File: src/common/tcs_defs.svh
// command, reply and target constants for the touch calibration sequencer
`ifndef TCS_DEFS_SVH
`define TCS_DEFS_SVH

`define TCS_CMD_CAL        8'hBD
`define TCS_CMD_CHK_TOGGLE 8'hA5
`define TCS_RPL_ACCEPT     8'hC4
`define TCS_RPL_REJECT     8'hC8
`define TCS_RPL_PASS       8'hCB
`define TCS_RPL_FAIL       8'hCC

`define TCS_CHK_RESET      1'h0
`define TCS_CHK_BIT        5
`define TCS_TOL            10'h07F

`define TCS_SCHEME_2       4'h2
`define TCS_SCHEME_5       4'h5
`define TCS_SCHEME_13      4'hD
`define TCS_MAX_PTS        13

`define TCS_COORD_LO       10'h07F
`define TCS_COORD_ML       10'h13F
`define TCS_COORD_MID      10'h1FF
`define TCS_COORD_MH       10'h26F
`define TCS_COORD_HI       10'h37F

`endif

File: src/common/tcs_pkg.sv
// types for the touch calibration sequencer
package tcs_pkg;

  typedef enum logic [2:0] {
    TCS_IDLE    = 3'b000,
    TCS_GETSEL  = 3'b001,
    TCS_ECHO1   = 3'b010,
    TCS_ECHO2   = 3'b011,
    TCS_WAITT   = 3'b100,
    TCS_NVWR    = 3'b101,
    TCS_REPLY   = 3'b110,
    TCS_VERDICT = 3'b111
  } tcs_fsm_t;

  typedef struct packed {
    logic [9:0] x;
    logic [9:0] y;
  } tcs_point_t;

  typedef struct packed {
    logic       wr;
    logic [3:0] addr;
    tcs_point_t pt;
  } tcs_nv_t;

  typedef struct packed {
    tcs_fsm_t    fsm;
    logic [7:0]  sel;
    logic        chk_en;
    logic [7:0]  tx_data;
    logic        tx_valid;
    logic        rx_ready;
    logic [7:0]  reply;
    logic [12:0] done_map;
    tcs_nv_t     nv;
    logic        busy;
  } tcs_state_t;

endpackage : tcs_pkg

File: src/rtl/tcs_axis_window.sv
// one-axis tolerance window around a theoretical target
`timescale 1ns/10ps
`include "tcs_defs.svh"
module tcs_axis_window #(
  parameter int         W   = 10,
  parameter logic [9:0] TOL = `TCS_TOL
) (
  input  wire logic [W-1:0] sample,
  input  wire logic [W-1:0] target,
  output logic              in_win
);
  logic [W-1:0] diff;

  always_comb
  begin
    if (sample >= target)
      diff = sample - target;
    else
      diff = target - sample;
    in_win = (diff <= W'(TOL));
  end
endmodule : tcs_axis_window

File: src/rtl/tcs_target_table.sv
// theoretical raw target for each calibration point index
`timescale 1ns/10ps
`include "tcs_defs.svh"
module tcs_target_table (
  input  wire logic [3:0]        idx,
  output tcs_pkg::tcs_point_t    pt
);
  // one table serves all schemes: smaller schemes are prefixes
  always_comb
  begin
    case (idx)
      4'h1: pt = '{`TCS_COORD_LO,  `TCS_COORD_LO};
      4'h2: pt = '{`TCS_COORD_HI,  `TCS_COORD_HI};
      4'h3: pt = '{`TCS_COORD_LO,  `TCS_COORD_HI};
      4'h4: pt = '{`TCS_COORD_MID, `TCS_COORD_MID};
      4'h5: pt = '{`TCS_COORD_HI,  `TCS_COORD_LO};
      4'h6: pt = '{`TCS_COORD_HI,  `TCS_COORD_MID};
      4'h7: pt = '{`TCS_COORD_MID, `TCS_COORD_HI};
      4'h8: pt = '{`TCS_COORD_LO,  `TCS_COORD_MID};
      4'h9: pt = '{`TCS_COORD_MID, `TCS_COORD_LO};
      4'hA: pt = '{`TCS_COORD_MH,  `TCS_COORD_ML};
      4'hB: pt = '{`TCS_COORD_MH,  `TCS_COORD_MH};
      4'hC: pt = '{`TCS_COORD_ML,  `TCS_COORD_MH};
      4'hD: pt = '{`TCS_COORD_ML,  `TCS_COORD_ML};
      default: pt = '{10'h000, 10'h000};
    endcase
  end
endmodule : tcs_target_table

File: src/rtl/tcs_sequencer.sv
// touch calibration sequencer: command parse, echo, check, store, verdict
// How it works
// - two, five or thirteen point schemes per session
// - captured points written to non-volatile storage
// - checking on: accept within plus/minus 127 counts
// - checking on: out-of-window point is refused
// - toggle command switches coordinate checking
// - two-point targets 127/127 and 895/895
// - five-point adds 127/895, 511/511, 895/127
// - thirteen-point adds eight further fixed targets
// - select byte: high nibble count, low index
// - echo both bytes, then wait for touch on a valid select byte
// - checking off: every touch gets reject-code reply
// - after last point, self-test pass or fail
// - checking state visible in parameter reply byte
`timescale 1ns/10ps
`include "tcs_defs.svh"
module tcs_sequencer (
  input  wire logic                clk,
  input  wire logic                rstn,
  input  wire logic [7:0]          rx_data,
  input  wire logic                rx_valid,
  output logic                     rx_ready,
  output logic [7:0]               tx_data,
  output logic                     tx_valid,
  input  wire logic                tx_ready,
  input  wire logic                touch_valid,
  input  wire tcs_pkg::tcs_point_t touch_pt,
  output tcs_pkg::tcs_nv_t         nv_req,
  input  wire logic                nv_done,
  output logic                     chk_en,
  output logic [7:0]               param_byte12,
  output logic                     cal_busy
);
  tcs_pkg::tcs_state_t s_r;
  tcs_pkg::tcs_state_t s_nxt;
  tcs_pkg::tcs_point_t target;
  logic                in_x;
  logic                in_y;
  logic [3:0]          n_pts;
  logic [3:0]          idx;
  logic                sel_ok;
  logic [12:0]         need_map;
  logic [7:0]          param_nxt;
  logic [7:0]          param_r;

  assign n_pts = s_r.sel[7:4];
  assign idx   = s_r.sel[3:0];

  tcs_target_table u_table (
    .idx (idx),
    .pt  (target)
  );

  tcs_axis_window #(
    .W   (10),
    .TOL (`TCS_TOL)
  ) u_win_x (
    .sample (touch_pt.x),
    .target (target.x),
    .in_win (in_x)
  );

  tcs_axis_window #(
    .W   (10),
    .TOL (`TCS_TOL)
  ) u_win_y (
    .sample (touch_pt.y),
    .target (target.y),
    .in_win (in_y)
  );

  // only the three documented schemes with an in-range index proceed
  always_comb
  begin
    sel_ok = ((n_pts == `TCS_SCHEME_2) || (n_pts == `TCS_SCHEME_5) ||
              (n_pts == `TCS_SCHEME_13)) &&
             (idx != 4'h0) && (idx <= n_pts);
    need_map = 13'h0000;
    for (int i = 0; i < `TCS_MAX_PTS; i++)
    begin
      if (i < int'(n_pts))
        need_map[i] = 1'b1;
    end
  end

  always_comb
  begin
    s_nxt       = s_r;
    s_nxt.nv.wr = 1'b0;
    case (s_r.fsm)
      tcs_pkg::TCS_IDLE:
      begin
        if (rx_valid && s_r.rx_ready)
        begin
          if (rx_data == `TCS_CMD_CAL)
            s_nxt.fsm = tcs_pkg::TCS_GETSEL;
          else if (rx_data == `TCS_CMD_CHK_TOGGLE)
            s_nxt.chk_en = ~s_r.chk_en;
        end
      end
      tcs_pkg::TCS_GETSEL:
      begin
        if (rx_valid && s_r.rx_ready)
        begin
          s_nxt.sel      = rx_data;
          s_nxt.tx_data  = `TCS_CMD_CAL;
          s_nxt.tx_valid = 1'b1;
          s_nxt.rx_ready = 1'b0;
          s_nxt.busy     = 1'b1;
          s_nxt.fsm      = tcs_pkg::TCS_ECHO1;
          // a new session starts over with an empty capture map
          if (rx_data[3:0] == 4'h1 || rx_data[7:4] != s_r.sel[7:4])
            s_nxt.done_map = 13'h0000;
        end
      end
      tcs_pkg::TCS_ECHO1:
      begin
        if (tx_ready)
        begin
          s_nxt.tx_data = s_r.sel;
          s_nxt.fsm     = tcs_pkg::TCS_ECHO2;
        end
      end
      tcs_pkg::TCS_ECHO2:
      begin
        if (tx_ready)
        begin
          s_nxt.tx_valid = 1'b0;
          if (sel_ok)
            s_nxt.fsm = tcs_pkg::TCS_WAITT;
          else
          begin
            s_nxt.fsm      = tcs_pkg::TCS_IDLE;
            s_nxt.rx_ready = 1'b1;
            s_nxt.busy     = 1'b0;
          end
        end
      end
      tcs_pkg::TCS_WAITT:
      begin
        if (touch_valid)
        begin
          if (!s_r.chk_en)
          begin
            s_nxt.reply = `TCS_RPL_REJECT;
            s_nxt.nv.wr = 1'b1;
          end
          else if (in_x && in_y)
          begin
            s_nxt.reply = `TCS_RPL_ACCEPT;
            s_nxt.nv.wr = 1'b1;
          end
          else
            s_nxt.reply = `TCS_RPL_REJECT;
          s_nxt.nv.addr = idx - 4'h1;
          s_nxt.nv.pt   = touch_pt;
          if (s_nxt.nv.wr)
            s_nxt.fsm = tcs_pkg::TCS_NVWR;
          else
          begin
            s_nxt.tx_data  = s_nxt.reply;
            s_nxt.tx_valid = 1'b1;
            s_nxt.fsm      = tcs_pkg::TCS_REPLY;
          end
        end
      end
      tcs_pkg::TCS_NVWR:
      begin
        // reply waits for the storage to confirm the write
        if (nv_done)
        begin
          s_nxt.done_map[s_r.nv.addr] = 1'b1;
          s_nxt.tx_data  = s_r.reply;
          s_nxt.tx_valid = 1'b1;
          s_nxt.fsm      = tcs_pkg::TCS_REPLY;
        end
      end
      tcs_pkg::TCS_REPLY:
      begin
        if (tx_ready)
        begin
          if (idx == n_pts)
          begin
            // self-test: every point of the scheme has been stored
            if ((s_r.done_map & need_map) == need_map)
              s_nxt.tx_data = `TCS_RPL_PASS;
            else
              s_nxt.tx_data = `TCS_RPL_FAIL;
            s_nxt.fsm = tcs_pkg::TCS_VERDICT;
          end
          else
          begin
            s_nxt.tx_valid = 1'b0;
            s_nxt.rx_ready = 1'b1;
            s_nxt.busy     = 1'b0;
            s_nxt.fsm      = tcs_pkg::TCS_IDLE;
          end
        end
      end
      tcs_pkg::TCS_VERDICT:
      begin
        if (tx_ready)
        begin
          s_nxt.tx_valid = 1'b0;
          s_nxt.rx_ready = 1'b1;
          s_nxt.busy     = 1'b0;
          s_nxt.fsm      = tcs_pkg::TCS_IDLE;
        end
      end
      default:
      begin
        s_nxt.fsm      = tcs_pkg::TCS_IDLE;
        s_nxt.tx_valid = 1'b0;
        s_nxt.rx_ready = 1'b1;
        s_nxt.busy     = 1'b0;
      end
    endcase
    param_nxt                = 8'h00;
    param_nxt[`TCS_CHK_BIT]  = s_nxt.chk_en;
  end

  always_ff @(posedge clk or negedge rstn)
  begin
    if (!rstn)
    begin
      s_r          <= '0;
      s_r.fsm      <= tcs_pkg::TCS_IDLE;
      s_r.chk_en   <= `TCS_CHK_RESET;
      s_r.rx_ready <= 1'b1;
      param_r      <= 8'h00;
    end
    else
    begin
      s_r     <= s_nxt;
      param_r <= param_nxt;
    end
  end

  assign rx_ready     = s_r.rx_ready;
  assign tx_data      = s_r.tx_data;
  assign tx_valid     = s_r.tx_valid;
  assign nv_req       = s_r.nv;
  assign chk_en       = s_r.chk_en;
  assign param_byte12 = param_r;
  assign cal_busy     = s_r.busy;
endmodule : tcs_sequencer

File: config.mk
export PLATFORM = sky130hd
export DESIGN_NAME = tcs_sequencer
export DESIGN_NICKNAME = d
export VERILOG_FILES = /design/src/common/tcs_pkg.sv /design/src/rtl/tcs_axis_window.sv /design/src/rtl/tcs_target_table.sv /design/src/rtl/tcs_sequencer.sv
export VERILOG_INCLUDE_DIRS = /design/src /design/src/common
export SDC_FILE = /design/constraint.sdc
export NUM_CORES = 1
export LEC_CHECK = 0
export BUFFER_PORTS_ARGS = -buffer_cell sky130_fd_sc_hd__clkbuf_2
export CAP_MARGIN = 20
export CORE_MARGIN = 1.5
export CORE_UTILIZATION = 51
export DETAILED_ROUTE_END_ITERATION = 8
export PLACE_DENSITY = 0.76
export SLEW_MARGIN = 10
export SYNTH_ARGS = -nofsm -noshare
export SYNTH_HDL_FRONTEND = slang
export SYNTH_SLANG_ARGS = --single-unit
File: constraint.sdc
create_clock -name clk -period 5.7 [get_ports clk]
set_input_delay 0.285 -clock clk [delete_from_list [all_inputs] [get_ports clk]]
set_output_delay 0.285 -clock clk [all_outputs]
set_load 0.005 [all_outputs]
Word-level counts from Yosys, hierarchy flattened
Memory sizes are Yosys's and may differ from the RTL's.
Index checks and enable logic that the tools add are counted.
{"block": "word_totals", "latch_bits": 0, "output_inout_bits": 45, "mem_bits_ro": 320, "elab_cells": 163, "inputBits": 34, "memories": 1, "ff_bits": 69, "ram_bits": 0}
{"block": "classes", "n_bitwise": 4, "order_cmp": 20, "shift": 0, "reduce_logical": 22, "eq_ne": 30, "n_mux": 68, "div": 0, "n_mul": 0, "add_sub_neg": 5}
{"name": "(name not given)", "depth": 16, "word_bits": 20, "read_ports": 1, "rd_ports_with_merged_regs": 0, "write_ports": 0, "line_no": "tcs_target_table.sv:11", "text": "case (idx)"}
{"operator": "two-way mux 25 bit", "count": 2}
{"operator": "two-way mux 10 bit", "count": 4}
{"operator": "case mux 8 bit (5 select lines)", "count": 1}
{"operator": "subtractor 10 bit", "count": 4}
{"operator": "two-way mux 13 bit", "count": 3}
{"operator": "two-way mux 3 bit", "count": 11}
{"operator": "two-way mux 1 bit", "count": 29}
{"operator": "inequality test 2 bit, second input constant", "count": 14}
{"operator": "two-way mux 9 bit", "count": 3}
{"operator": "case mux 13 bit (2 select lines)", "count": 1}
{"operator": "case mux 3 bit (8 select lines)", "count": 1}
{"operator": ">= comparator 10 bit", "count": 2}
{"operator": "less-or-equal comparator 10 x 7 -> 1 bit, second input constant", "count": 2}
{"operator": "< comparator 4 bit, first input constant", "count": 5}
{"operator": "AND reduction 9 bit", "count": 2}
{"operator": "equality test 8 bit, second input constant", "count": 2}
{"operator": "< comparator 3 x 4 -> 1 bit, first input constant", "count": 4}
{"operator": "two-way mux 8 bit", "count": 2}
{"operator": "bitwise AND 13 bit", "count": 1}
{"operator": "equality test 13 bit", "count": 1}
{"operator": "bitwise OR 13 bit", "count": 1}
{"operator": "equality test 3 bit, second input constant", "count": 4}
{"operator": "two-way mux 11 bit", "count": 1}
{"operator": "< comparator 1 x 4 -> 1 bit, first input constant", "count": 2}
{"operator": "other kinds (30)", "count": 47}

Depth between registers and ports, before layout
Gate-level depths: netlist of run 1.
An unclocked memory read counts as a cell.
{"block": "logic_depth", "word_depth": 12, "mapped_depth": 21}

Modules after synthesis
Synthesis of run 1 repeated with hierarchy kept, for this count alone.
{"block": "unflattened", "hier_cells": 652, "hier_area_um2": 5452.7}
{"mod": "tcs_sequencer", "cells_each": 390, "n_inst": 1, "area_each_um2": 3513.4}
{"mod": "tcs_axis_window", "cells_each": 109, "n_inst": 2, "area_each_um2": 784.5}
{"mod": "tcs_target_table", "cells_each": 44, "n_inst": 1, "area_each_um2": 370.4}

Worst setup path before layout of run 1
OpenSTA, ideal clock, no wires.
{"block": "synth_timing", "kind": "reg-to-reg", "startpoint": "reg s_r, in the netlist idx[0]", "endpoint": "reg s_r, in the netlist tx_data[0]", "arrival_ps": 4925, "stages_incl_launch_ff": 22, "t_required_ps": 5575, "slack_ps": 650, "setup_ps": 125, "n_path_buf": 2, "path_cell_list": "dfrtp_1 > clkbuf_1 > inv_1 > ha_1 > ha_1 > nor2b_1 > a21oi_1 > inv_1 > o21ai_0 > inv_1 > ha_1 > fa_1 > nand2b_1 > a21oi_1 > nor2_1 > o21ai_0 > a311oi_1 > or4_4 > o2111ai_1 > and2_1 > buf_6 > mux2_4"}
{"block": "synth_between", "elab_chain_len": 11, "word_cells_on_any_way": 22, "classes_between": "4 x add/sub; 4 x order compare; 3 x eq/ne; 8 x mux; 2 x reduce/logical; 1 x memory"}
{"item": "start, declared", "line_no": "tcs_sequencer.sv:35", "text": "tcs_pkg::tcs_state_t s_r;"}
{"item": "start signal, assigned", "line_no": "tcs_sequencer.sv:235", "text": "s_r <= s_nxt;"}
{"item": "memory (16 x 20 bit)"}
{"item": "subtractor 10 bit, or another cell as far along", "line_no": "tcs_axis_window.sv:19", "text": "diff = target - sample;"}
{"item": "two-way mux 10 bit", "line_no": "tcs_axis_window.sv:16", "text": "if (sample >= target)"}
{"item": "less-or-equal comparator 10 x 7 -> 1 bit", "line_no": "tcs_axis_window.sv:20", "text": "in_win = (diff <= W'(TOL));"}
{"item": "logical AND 1 bit", "line_no": "tcs_sequencer.sv:149", "text": "else if (in_x && in_y)"}
{"item": "two-way mux 1 bit", "line_no": "tcs_sequencer.sv:149"}
{"item": "two-way mux 1 bit", "line_no": "tcs_sequencer.sv:144", "text": "if (!s_r.chk_en)"}
{"item": "two-way mux 1 bit", "line_no": "tcs_sequencer.sv:142", "text": "if (touch_valid)"}
{"item": "two-way mux 1 bit", "line_no": "tcs_sequencer.sv:91", "text": "case (s_r.fsm)"}
{"item": "inequality test 2 bit (no line)"}
{"item": "AND reduction 8 bit (no line)"}
Several ways; a longest one is shown, not always the timed one. The select of a mux whose other input is x is not followed.
A chain may end at the register's enable or synchronous reset.

Final worst setup path of run 1
{"block": "layout_timing", "startpoint": "reg s_r, in the netlist idx[0]", "endpoint": "reg s_r, in the netlist tx_data[7]"}
{"block": "layout_between", "elab_chain_len": 11, "word_cells_on_any_way": 20, "classes_between": "4 x add/sub; 4 x order compare; 3 x eq/ne; 6 x mux; 2 x reduce/logical; 1 x memory"}
{"item": "memory (16 x 20 bit)"}
{"item": "subtractor 10 bit, or another cell as far along", "line_no": "tcs_axis_window.sv:19"}
{"item": "two-way mux 10 bit", "line_no": "tcs_axis_window.sv:16"}
{"item": "less-or-equal comparator 10 x 7 -> 1 bit", "line_no": "tcs_axis_window.sv:20"}
{"item": "logical AND 1 bit", "line_no": "tcs_sequencer.sv:149"}
{"item": "two-way mux 1 bit", "line_no": "tcs_sequencer.sv:149"}
{"item": "two-way mux 1 bit", "line_no": "tcs_sequencer.sv:144"}
{"item": "two-way mux 1 bit", "line_no": "tcs_sequencer.sv:142"}
{"item": "two-way mux 1 bit", "line_no": "tcs_sequencer.sv:91"}
{"item": "inequality test 2 bit (no line)"}
{"item": "AND reduction 8 bit (no line) *"}
Mark *: on every way between the ends. The rest lies on a longest branch, timed or not. The select of a mux whose other input is x is not followed.

==> flow_results.org, run 1 <==
** Status
- The flow ran to the end, and the final reports show no timing, DRC or antenna violations.

** Critical path
- Launch instance of the worst register-to-register path :: idx[0]
- By startpoint and endpoint, the worst setup path is classified as flip-flop to flip-flop.
- Startpoint Class :: flip-flop
- Across all register-to-register paths, the minimum setup slack is a little under 600 ps.
- Data on the critical path is required at its endpoint by approximately 5900 ps.
- STA puts the critical path data arrival time at between 5000 and 6000 ps.
- The number of cells on the worst reg-to-reg path is 20.
- Capture point of the worst reg-to-reg path :: tx_data[7]
- Critical path fanouts, max :: 13
- Type of element capturing the critical path :: flip-flop

** Worst hold path
- Min-Delay Path Class :: input port to asynchronous set/reset pin

** Place
- Minimum setup slack after placement :: 671 ps
- HPWL after detailed placement :: 9340 um
- Port Buf Inserts :: 71
- Once placement finished, the instance area stood at between 0.005 and 0.006 mm^2.
- The congestion estimate from routability-driven global placement came to around 0.9.

** CTS
- Worst-case clock buffer depth :: 2
- CTS placed an instance of sky130_fd_sc_hd__clkbuf_8 at the clock tree root.
- CTS Sinks :: 64
- Setup Fix Bufs, Post-CTS :: 0
- Skew-Pair Late Insertion Delay :: between 300 and 400 ps
- After clock tree synthesis, the repair step resized 0 gates.
- In this run the number of H-tree levels came out at 3.
- CTS Hold Bufs :: 0
- Clock-pin slew was measured on the worst setup and hold paths at 70 ps.
- CTS tree :: built
- Number of buffers created by CTS :: 9

** Power
- Max VDD drop :: 0.252 mV
- Summed over all cells, the static leakage comes to 0.00268 uW.
- PD cells :: 590 mW/mm^2

** Synth
- Summing the sequential cell areas from Yosys gives 30.7% of the chip area.
- Number of flops mapped to enable cells by yosys :: 0
- Post-synth top flop :: sky130_fd_sc_hd__dfrtp_1
- Post-synthesis instance area :: between 0.005 and 0.006 mm^2
- Average footprint of a synthesized cell :: between 8 and 9 um^2
- Yosys Warn Count :: 0
- Synthesis instantiated 71 different standard cells from the library.
- After synthesis, the share of flip-flops with an asynchronous set or reset is 100%.
- The synthesized design contains 64 register bits.
- The cell count after synthesis came out at 618.

** Global route
- Global routing used 23.5% of the available tracks across all layers.
- Global-route wire length before repair :: 20,800 um
- Vias in the first global route :: between 4,000 and 5,000
- The total overflow left after global routing is 0.
- Initial antenna violation count :: 0
- Maximum number of pins on one net before global-route repair :: 65

** STA
- Setup violations remaining at the end of the flow were counted as 0.
- The total count of hold-check failures in the final report came to 0.
- Setup TNS :: 0 ps
- Least-Margin Pin Slew :: ~800 ps
- Least setup slack across all paths after layout :: 590 ps
- After layout, the worst path uses 89.6% of the clock period.
- The final-report max-slew violation count came to 0.
- Setup clock skew after layout :: roughly 10 ps
- In this run the tightest slew margin relative to its limit is about 45%.
- RSZ-0062 raised after global routing :: no
- Achievable Freq :: 196 MHz
- Subtracting the final worst setup slack from the clock period gives 5110 ps.

** Routing
- Post-route antenna net violation count :: 0
- Violation count after the first detailed-routing iteration :: 302
- Vias per Instance :: 5.73
- The first detailed-routing pass ran for 5 iterations.
- After detailed routing, the average wire length per cell comes to 15.8 um.
- In the routed design, unresolved DRC markers number 0.
- Final WL :: 12,300 um
- Across all layers, the routed design uses 4,481 vias.

** Floorplanning
- Boundary pin count :: 79
- The die is 104 um tall.
- Area enclosed by the die boundary :: 0.0108 mm^2
- Measured along the x axis, the die boundary spans 104 um.
- Once the floorplan was initialized, standard cells occupied a little over half of the core.
- Total number of placement rows :: 36
- After floorplanning, the core was sized to cover 0.00986 mm^2.

** Cells and area
- The final layout contains 731 nets.
- Leading cell type in the layout, fill and taps excluded :: sky130_fd_sc_hd__clkbuf_2
- The repair_antennas step left the layout with diodes totalling 0.
- Share of final-layout standard cells stronger than drive strength 1 :: 18.2%
- In the layout the commonest cells are sky130_fd_sc_hd__clkbuf_2, sky130_fd_sc_hd__nand2_1, sky130_fd_sc_hd__dfrtp_1.
- Final design instance area without fill :: about 0.0055 mm^2
- Syn-to-layout area delta :: 5.69%

** Run
- The tool flagged a number of max-cap violations equal to 0.
[state kept, by name, summed over array words and instances (netlist names)]
register / cells
cal_busy: 1
idx: 4
n_pts: 4
nv_req: 25
param_byte12: 1
rx_ready: 1
s_r: 19
tx_data: 8
tx_valid: 1
[kinds of logic (layout without fill, tap and decap cells)]
family | count (synthesis) | after routing | synth area share (%)
XOR/XNOR | 8 | 8 | 1.34
AO/OA/AOI/OAI | 182 | 182 | 22.3
flip-flops | 64 | 64 | 30.7
multiplexers | 16 | 16 | 3.62
buffers and inverters | 115 | 140 | 12.1
AND/OR/NAND/NOR | 178 | 178 | 16.3
adder cells (fa/ha/maj) | 54 | 54 | 13.5
other | 1 | 7 | 0.0719
[through the flow]
step           instances  power (uW)  hold WS [ps]  util (%)
4_1_cts              782        3240           139      55.9
5_1_grt              782        3560           163      55.9
3_3_place_gp         766        2830           452      54.2
2_1_floorplan        624        2510         -10.6         -
3_5_place_dp         766        2870           455      54.2
6_report             782        3250           112      55.9
[layout make-up]
| type | count | area (um^2) |
|---|---|---|
| inverters | 49 | 184 |
| flip-flops and latches | 64 | 1600 |
| well taps | 133 | 166 |
| clock inverters | 4 | 22.5 |
| repair buffers | 75 | 385 |
| fillers | 931 | 4350 |
| clock buffers | 12 | 145 |
| multi-input cells | 445 | 3000 |
[power breakdown]
group / leakage, uW / switching [uW] / internal, uW / total, uW
combinational: 0.00179 / 1140 / 865 / 2010
sequential: 0.000801 / 244 / 651 / 895
clock: 0.0000861 / 182 / 168 / 350
total: 0.00268 / 1570 / 1680 / 3250
[critical path: stages (launching register included)]
cell and delay, ps:
sky130_fd_sc_hd__dfrtp_1 550, sky130_fd_sc_hd__inv_1 160, sky130_fd_sc_hd__ha_1 280, sky130_fd_sc_hd__ha_1 210, sky130_fd_sc_hd__nor2b_1 140, sky130_fd_sc_hd__a21oi_1 200, sky130_fd_sc_hd__inv_1 100, sky130_fd_sc_hd__o21ai_0 90
sky130_fd_sc_hd__buf_4 240, sky130_fd_sc_hd__inv_1 240, sky130_fd_sc_hd__ha_1 320, sky130_fd_sc_hd__fa_1 370, sky130_fd_sc_hd__nand2b_1 150, sky130_fd_sc_hd__a21oi_1 140, sky130_fd_sc_hd__nor2_1 70, sky130_fd_sc_hd__o21ai_0 140
sky130_fd_sc_hd__a311oi_1 110, sky130_fd_sc_hd__or4_4 530, sky130_fd_sc_hd__o2111ai_1 190, sky130_fd_sc_hd__and2_1 420, sky130_fd_sc_hd__mux2_4 340
[layer usage]
metal	vias to the layer above	global-route usage [%]	share of wire, %
li1	2174	-	-
met5	-	0	0
met4	0	8.04	2.1
met2	157	39.8	47
met1	2127	30.2	46
met3	23	4.32	4.8
[synthesized netlist by cell type (all sizes together), types with 6 or more instances]
cell type	count	area, um^2
o31a	6	52.6
buf	48	374
nor4	6	37.5
a31oi	7	43.8
nor3	11	55.1
mux2	14	169
a211oi	8	65.1
nand4	9	56.3
a21oi	53	269
dfrtp	63	1580
nand2b	7	43.8
xnor2	8	70.1
nor2	42	158
nand2	63	236
inv	49	184
ha	49	613
nor2b	6	37.5
o21ai	56	292
clkbuf	18	71.3
nand3	8	40.0
nand3b	7	52.6
[worst max-delay path by stage]
stage | startpoint | endpoint | slack (ps) | depth (start not counted)
final | idx[0] | tx_data[7] | 590 | 20
after global placement | idx[0] | tx_data[6] | 830 | 20
after floorplan | idx[0] | tx_data[0] | 650 | 21
after global routing | idx[0] | tx_data[7] | 230 | 20
after detailed placement | idx[0] | tx_data[7] | 670 | 20
after CTS | idx[0] | tx_data[7] | 630 | 20
(Power assumes the default switching activity.)
==> run 2: changes to the inputs <==
Settings changed: RECOVER_POWER set to 25.
==> run 2 against run 1 <==
  * Via count is 0.51% lower
  * Highest routed layer unchanged
  * Largest power group unchanged
  * Critical path depth did not move
  * Die area unchanged
  * Clock power hardly changed
  * Setup slack worse by 3.9 ps
  * Final cell count unchanged
  * Clock skew barely moved
  * First-iteration DRC count down 13%
  * Worst hold slack improved by 45 ps
  * Wire length is essentially flat
  * The flow now finishes with violations (capacitance limit, slew limit)
  * Count of clock-buffer cells in the layout is the same
  * Combinational power barely moved
==> flow_results.org, run 2 (synthesis results as in run 1) <==
** CTS
- Skew-Pair Late Insertion Delay :: 350 ps (about the same)
- The total setup buffers inserted after CTS was 0 (unchanged).
- CTS tree :: built (unchanged)
- H-tree Lvls :: 3 (unchanged)
- Number of buffers created by CTS :: 9 (unchanged)
- The number of clock sinks is 64 (unchanged).
- Worst-case clock buffer depth :: 2 (unchanged)
- CTS Hold Bufs :: 0 (unchanged)
- The clock transition at the registers of the reported paths came to 70 ps (about the same).
- Number of cells upsized or downsized after cts :: 0 (unchanged)
- Clock Root Buffer :: sky130_fd_sc_hd__clkbuf_8 (unchanged)

** Floorplanning
- The initial core utilization was 52.9% (unchanged).
- The die area is 0.0108 mm^2 (unchanged).
- The area inside the core boundary came to 0.00986 mm^2 (unchanged).
- The die height is 104 um (unchanged).
- Boundary pin count :: 79 (unchanged)
- The x dimension of the die is 104 um (unchanged).
- The row count came to 36 (unchanged).

** Critical path
- CP Data Arrival Time :: 5350 ps (about the same)
- Setup slack of the most critical reg-to-reg path :: 590 ps (about the same)
- Type of element capturing the critical path :: flip-flop (unchanged)
- Critical path class :: flip-flop to flip-flop (unchanged)
- The type of origin of the critical path is a flip-flop (unchanged).
- Data required, critical path :: 5940 ps (about the same)
- The maximum fanout along the worst path is 13 (unchanged).

** Status
- The final reports fail on capacitance limit, slew limit.
- Outcome: finished with violations (was complete, no violations).

** STA
- Setup TNS :: 0 ps (unchanged)
- RSZ-0062 raised after global routing: no (unchanged).
- The slew at the pin closest to its max-slew limit is 3400 ps (was 822 ps).
- Number of endpoints failing setup at the final stage :: 0 (unchanged)
- Final critical path time including I/O delays and setup :: 5110 ps (about the same)
- Relative max-transition margin :: -127% (was 45.2%)
- The final-report max-slew violation count came to 65 (was 0).
- The total count of hold-check failures in the final report was 0 (unchanged).
- Share of the cycle needed by the critical path after routing :: 89.7% (was 89.6%)
- Achievable Freq :: 196 MHz (about the same)
- The clock skew was 9.81 ps (was 10.1 ps).

** Global route
- Global-route wire length before repair :: 20,800 um (unchanged)
- The global route total overflow was 0 (unchanged).
- The initial antenna violation count is 0 (unchanged).
- Global Route Usage Sum :: 23.5% (unchanged)
- The pin count of the biggest net entering global routing was 65 (unchanged).
- The via count of the first global-routing pass is 4,332 (unchanged).

** Routing
- Routed via count :: 4,458 (was 4,481)
- The number of optimization iterations in the first detailed-route pass came to 5 (unchanged).
- Vias per Instance :: 5.70 (was 5.73)
- Post-route antenna net violation count :: 0 (unchanged)
- Average wire per standard cell :: 15.8 um (about the same)
- The number of DRC violations after detailed routing was 0 (unchanged).
- The total wirelength of the detailed-routed design was 12,300 um (about the same).
- Violation count after the first detailed-routing iteration :: 264 (was 302)

** Power
- The total power after layout was 3250 uW (about the same).
- The power per standard cell area came to 590 mW/mm^2 (about the same).
- Leakage power :: 0.00268 uW (about the same)
- Max VDD drop :: 0.252 mV (about the same)

** Place
- The post-detailed-placement half-perimeter wirelength is 9340 um (unchanged).
- Final GP Congestion :: 0.900 (unchanged)
- The number of buffers inserted by port buffering is 71 (unchanged).

** Cells and area
- Net total in the final layout :: 731 (unchanged)
- Most used cells in the layout excluding fill and tap cells: sky130_fd_sc_hd__clkbuf_2, sky130_fd_sc_hd__nand2_1, sky130_fd_sc_hd__dfrtp_1 (unchanged).
- Syn-to-layout area delta :: 5.62% (was 5.69%)
- The fraction of final layout cells with drive strength greater than 1 came to 18.0% (was 18.2%).
- The number of antenna diodes is 0 (unchanged).
- The commonest non-fill, non-tap cell in the layout was sky130_fd_sc_hd__clkbuf_2 (unchanged).
- The final-layout fill cell count was 933 (was 931).
- Number of flip-flops in the largest register :: 25 (unchanged)

** Run
- MaxCap Viol Count :: 1 (was 0)

** Worst hold path
- Min-Delay Path Class :: input port to flip-flop (was input port to asynchronous set/reset pin)
[run 2: changes by cell type in the layout (fill, tap and decap cells not counted), sizes merged]
cell,previous run,this run
clkbuf,83,84
buf,4,3
[run 2: metrics by stage]
stage	util [%]	worst slack (ps)	hold WS (ps)	cells	instance area (um^2)
finish	55.8	586	157	782	5510
global route	55.8	232	163	782	5510
CTS	55.9	626	139	782	5510
detailed placement	54.2	671	455	766	5340
global placement	54.2	831	452	766	5340
floorplan	-	650	-10.6	624	5240
[run 2: power breakdown]
| group | internal, uW | leakage (uW) | switching (uW) |
|---|---|---|---|
| registers | 651 | 0.000801 | 246 |
| logic | 865 | 0.00179 | 1140 |
| clock network | 168 | 0.0000861 | 181 |
| total | 1680 | 0.00268 | 1560 |
[run 2: layout make-up]
class,instances,area [um^2],area share [%]
clock buffer,12,145,2.64
clock inverter,4,22.5,0.409
inverter,49,184,3.34
multi-input combinational,445,3000,54.6
sequential,64,1600,29.1
tap,133,166,3.02
timing repair buffer,75,382,6.93
[run 2: worst max-delay path: stages, from the launching register on]
cell                        delay, ps
sky130_fd_sc_hd__dfrtp_1          550
sky130_fd_sc_hd__inv_1            160
sky130_fd_sc_hd__ha_1             280
sky130_fd_sc_hd__ha_1             210
sky130_fd_sc_hd__nor2b_1          140
sky130_fd_sc_hd__a21oi_1          200
sky130_fd_sc_hd__inv_1            100
sky130_fd_sc_hd__o21ai_0           90
sky130_fd_sc_hd__buf_4            240
sky130_fd_sc_hd__inv_1            240
sky130_fd_sc_hd__ha_1             320
sky130_fd_sc_hd__fa_1             370
sky130_fd_sc_hd__nand2b_1         150
sky130_fd_sc_hd__a21oi_1          140
sky130_fd_sc_hd__nor2_1            70
sky130_fd_sc_hd__o21ai_0          140
sky130_fd_sc_hd__a311oi_1         110
sky130_fd_sc_hd__or4_4            530
sky130_fd_sc_hd__o2111ai_1        190
sky130_fd_sc_hd__and2_1           420
sky130_fd_sc_hd__mux2_4           340
[run 2: layer usage]
layer	vias to the layer above	part of all wire, %	track usage [%]
met5	-	0	0
met4	0	2.1	8.04
met3	23	4.4	4.32
met2	142	48	39.8
met1	2121	46	30.2
li1	2172	-	-
[run 2: final timing paths]
path                             start    endpoint  cells after the start
min reg2reg                    s_r[45]     s_r[45]                      2
max in group asynchronous         rstn  nv_req[22]                      2
max reg2reg                     idx[0]  tx_data[7]                     20
min in group asynchronous         rstn     s_r[33]                      2
min                        touch_pt[9]   nv_req[9]                      3
max                             idx[0]  tx_data[7]                     20
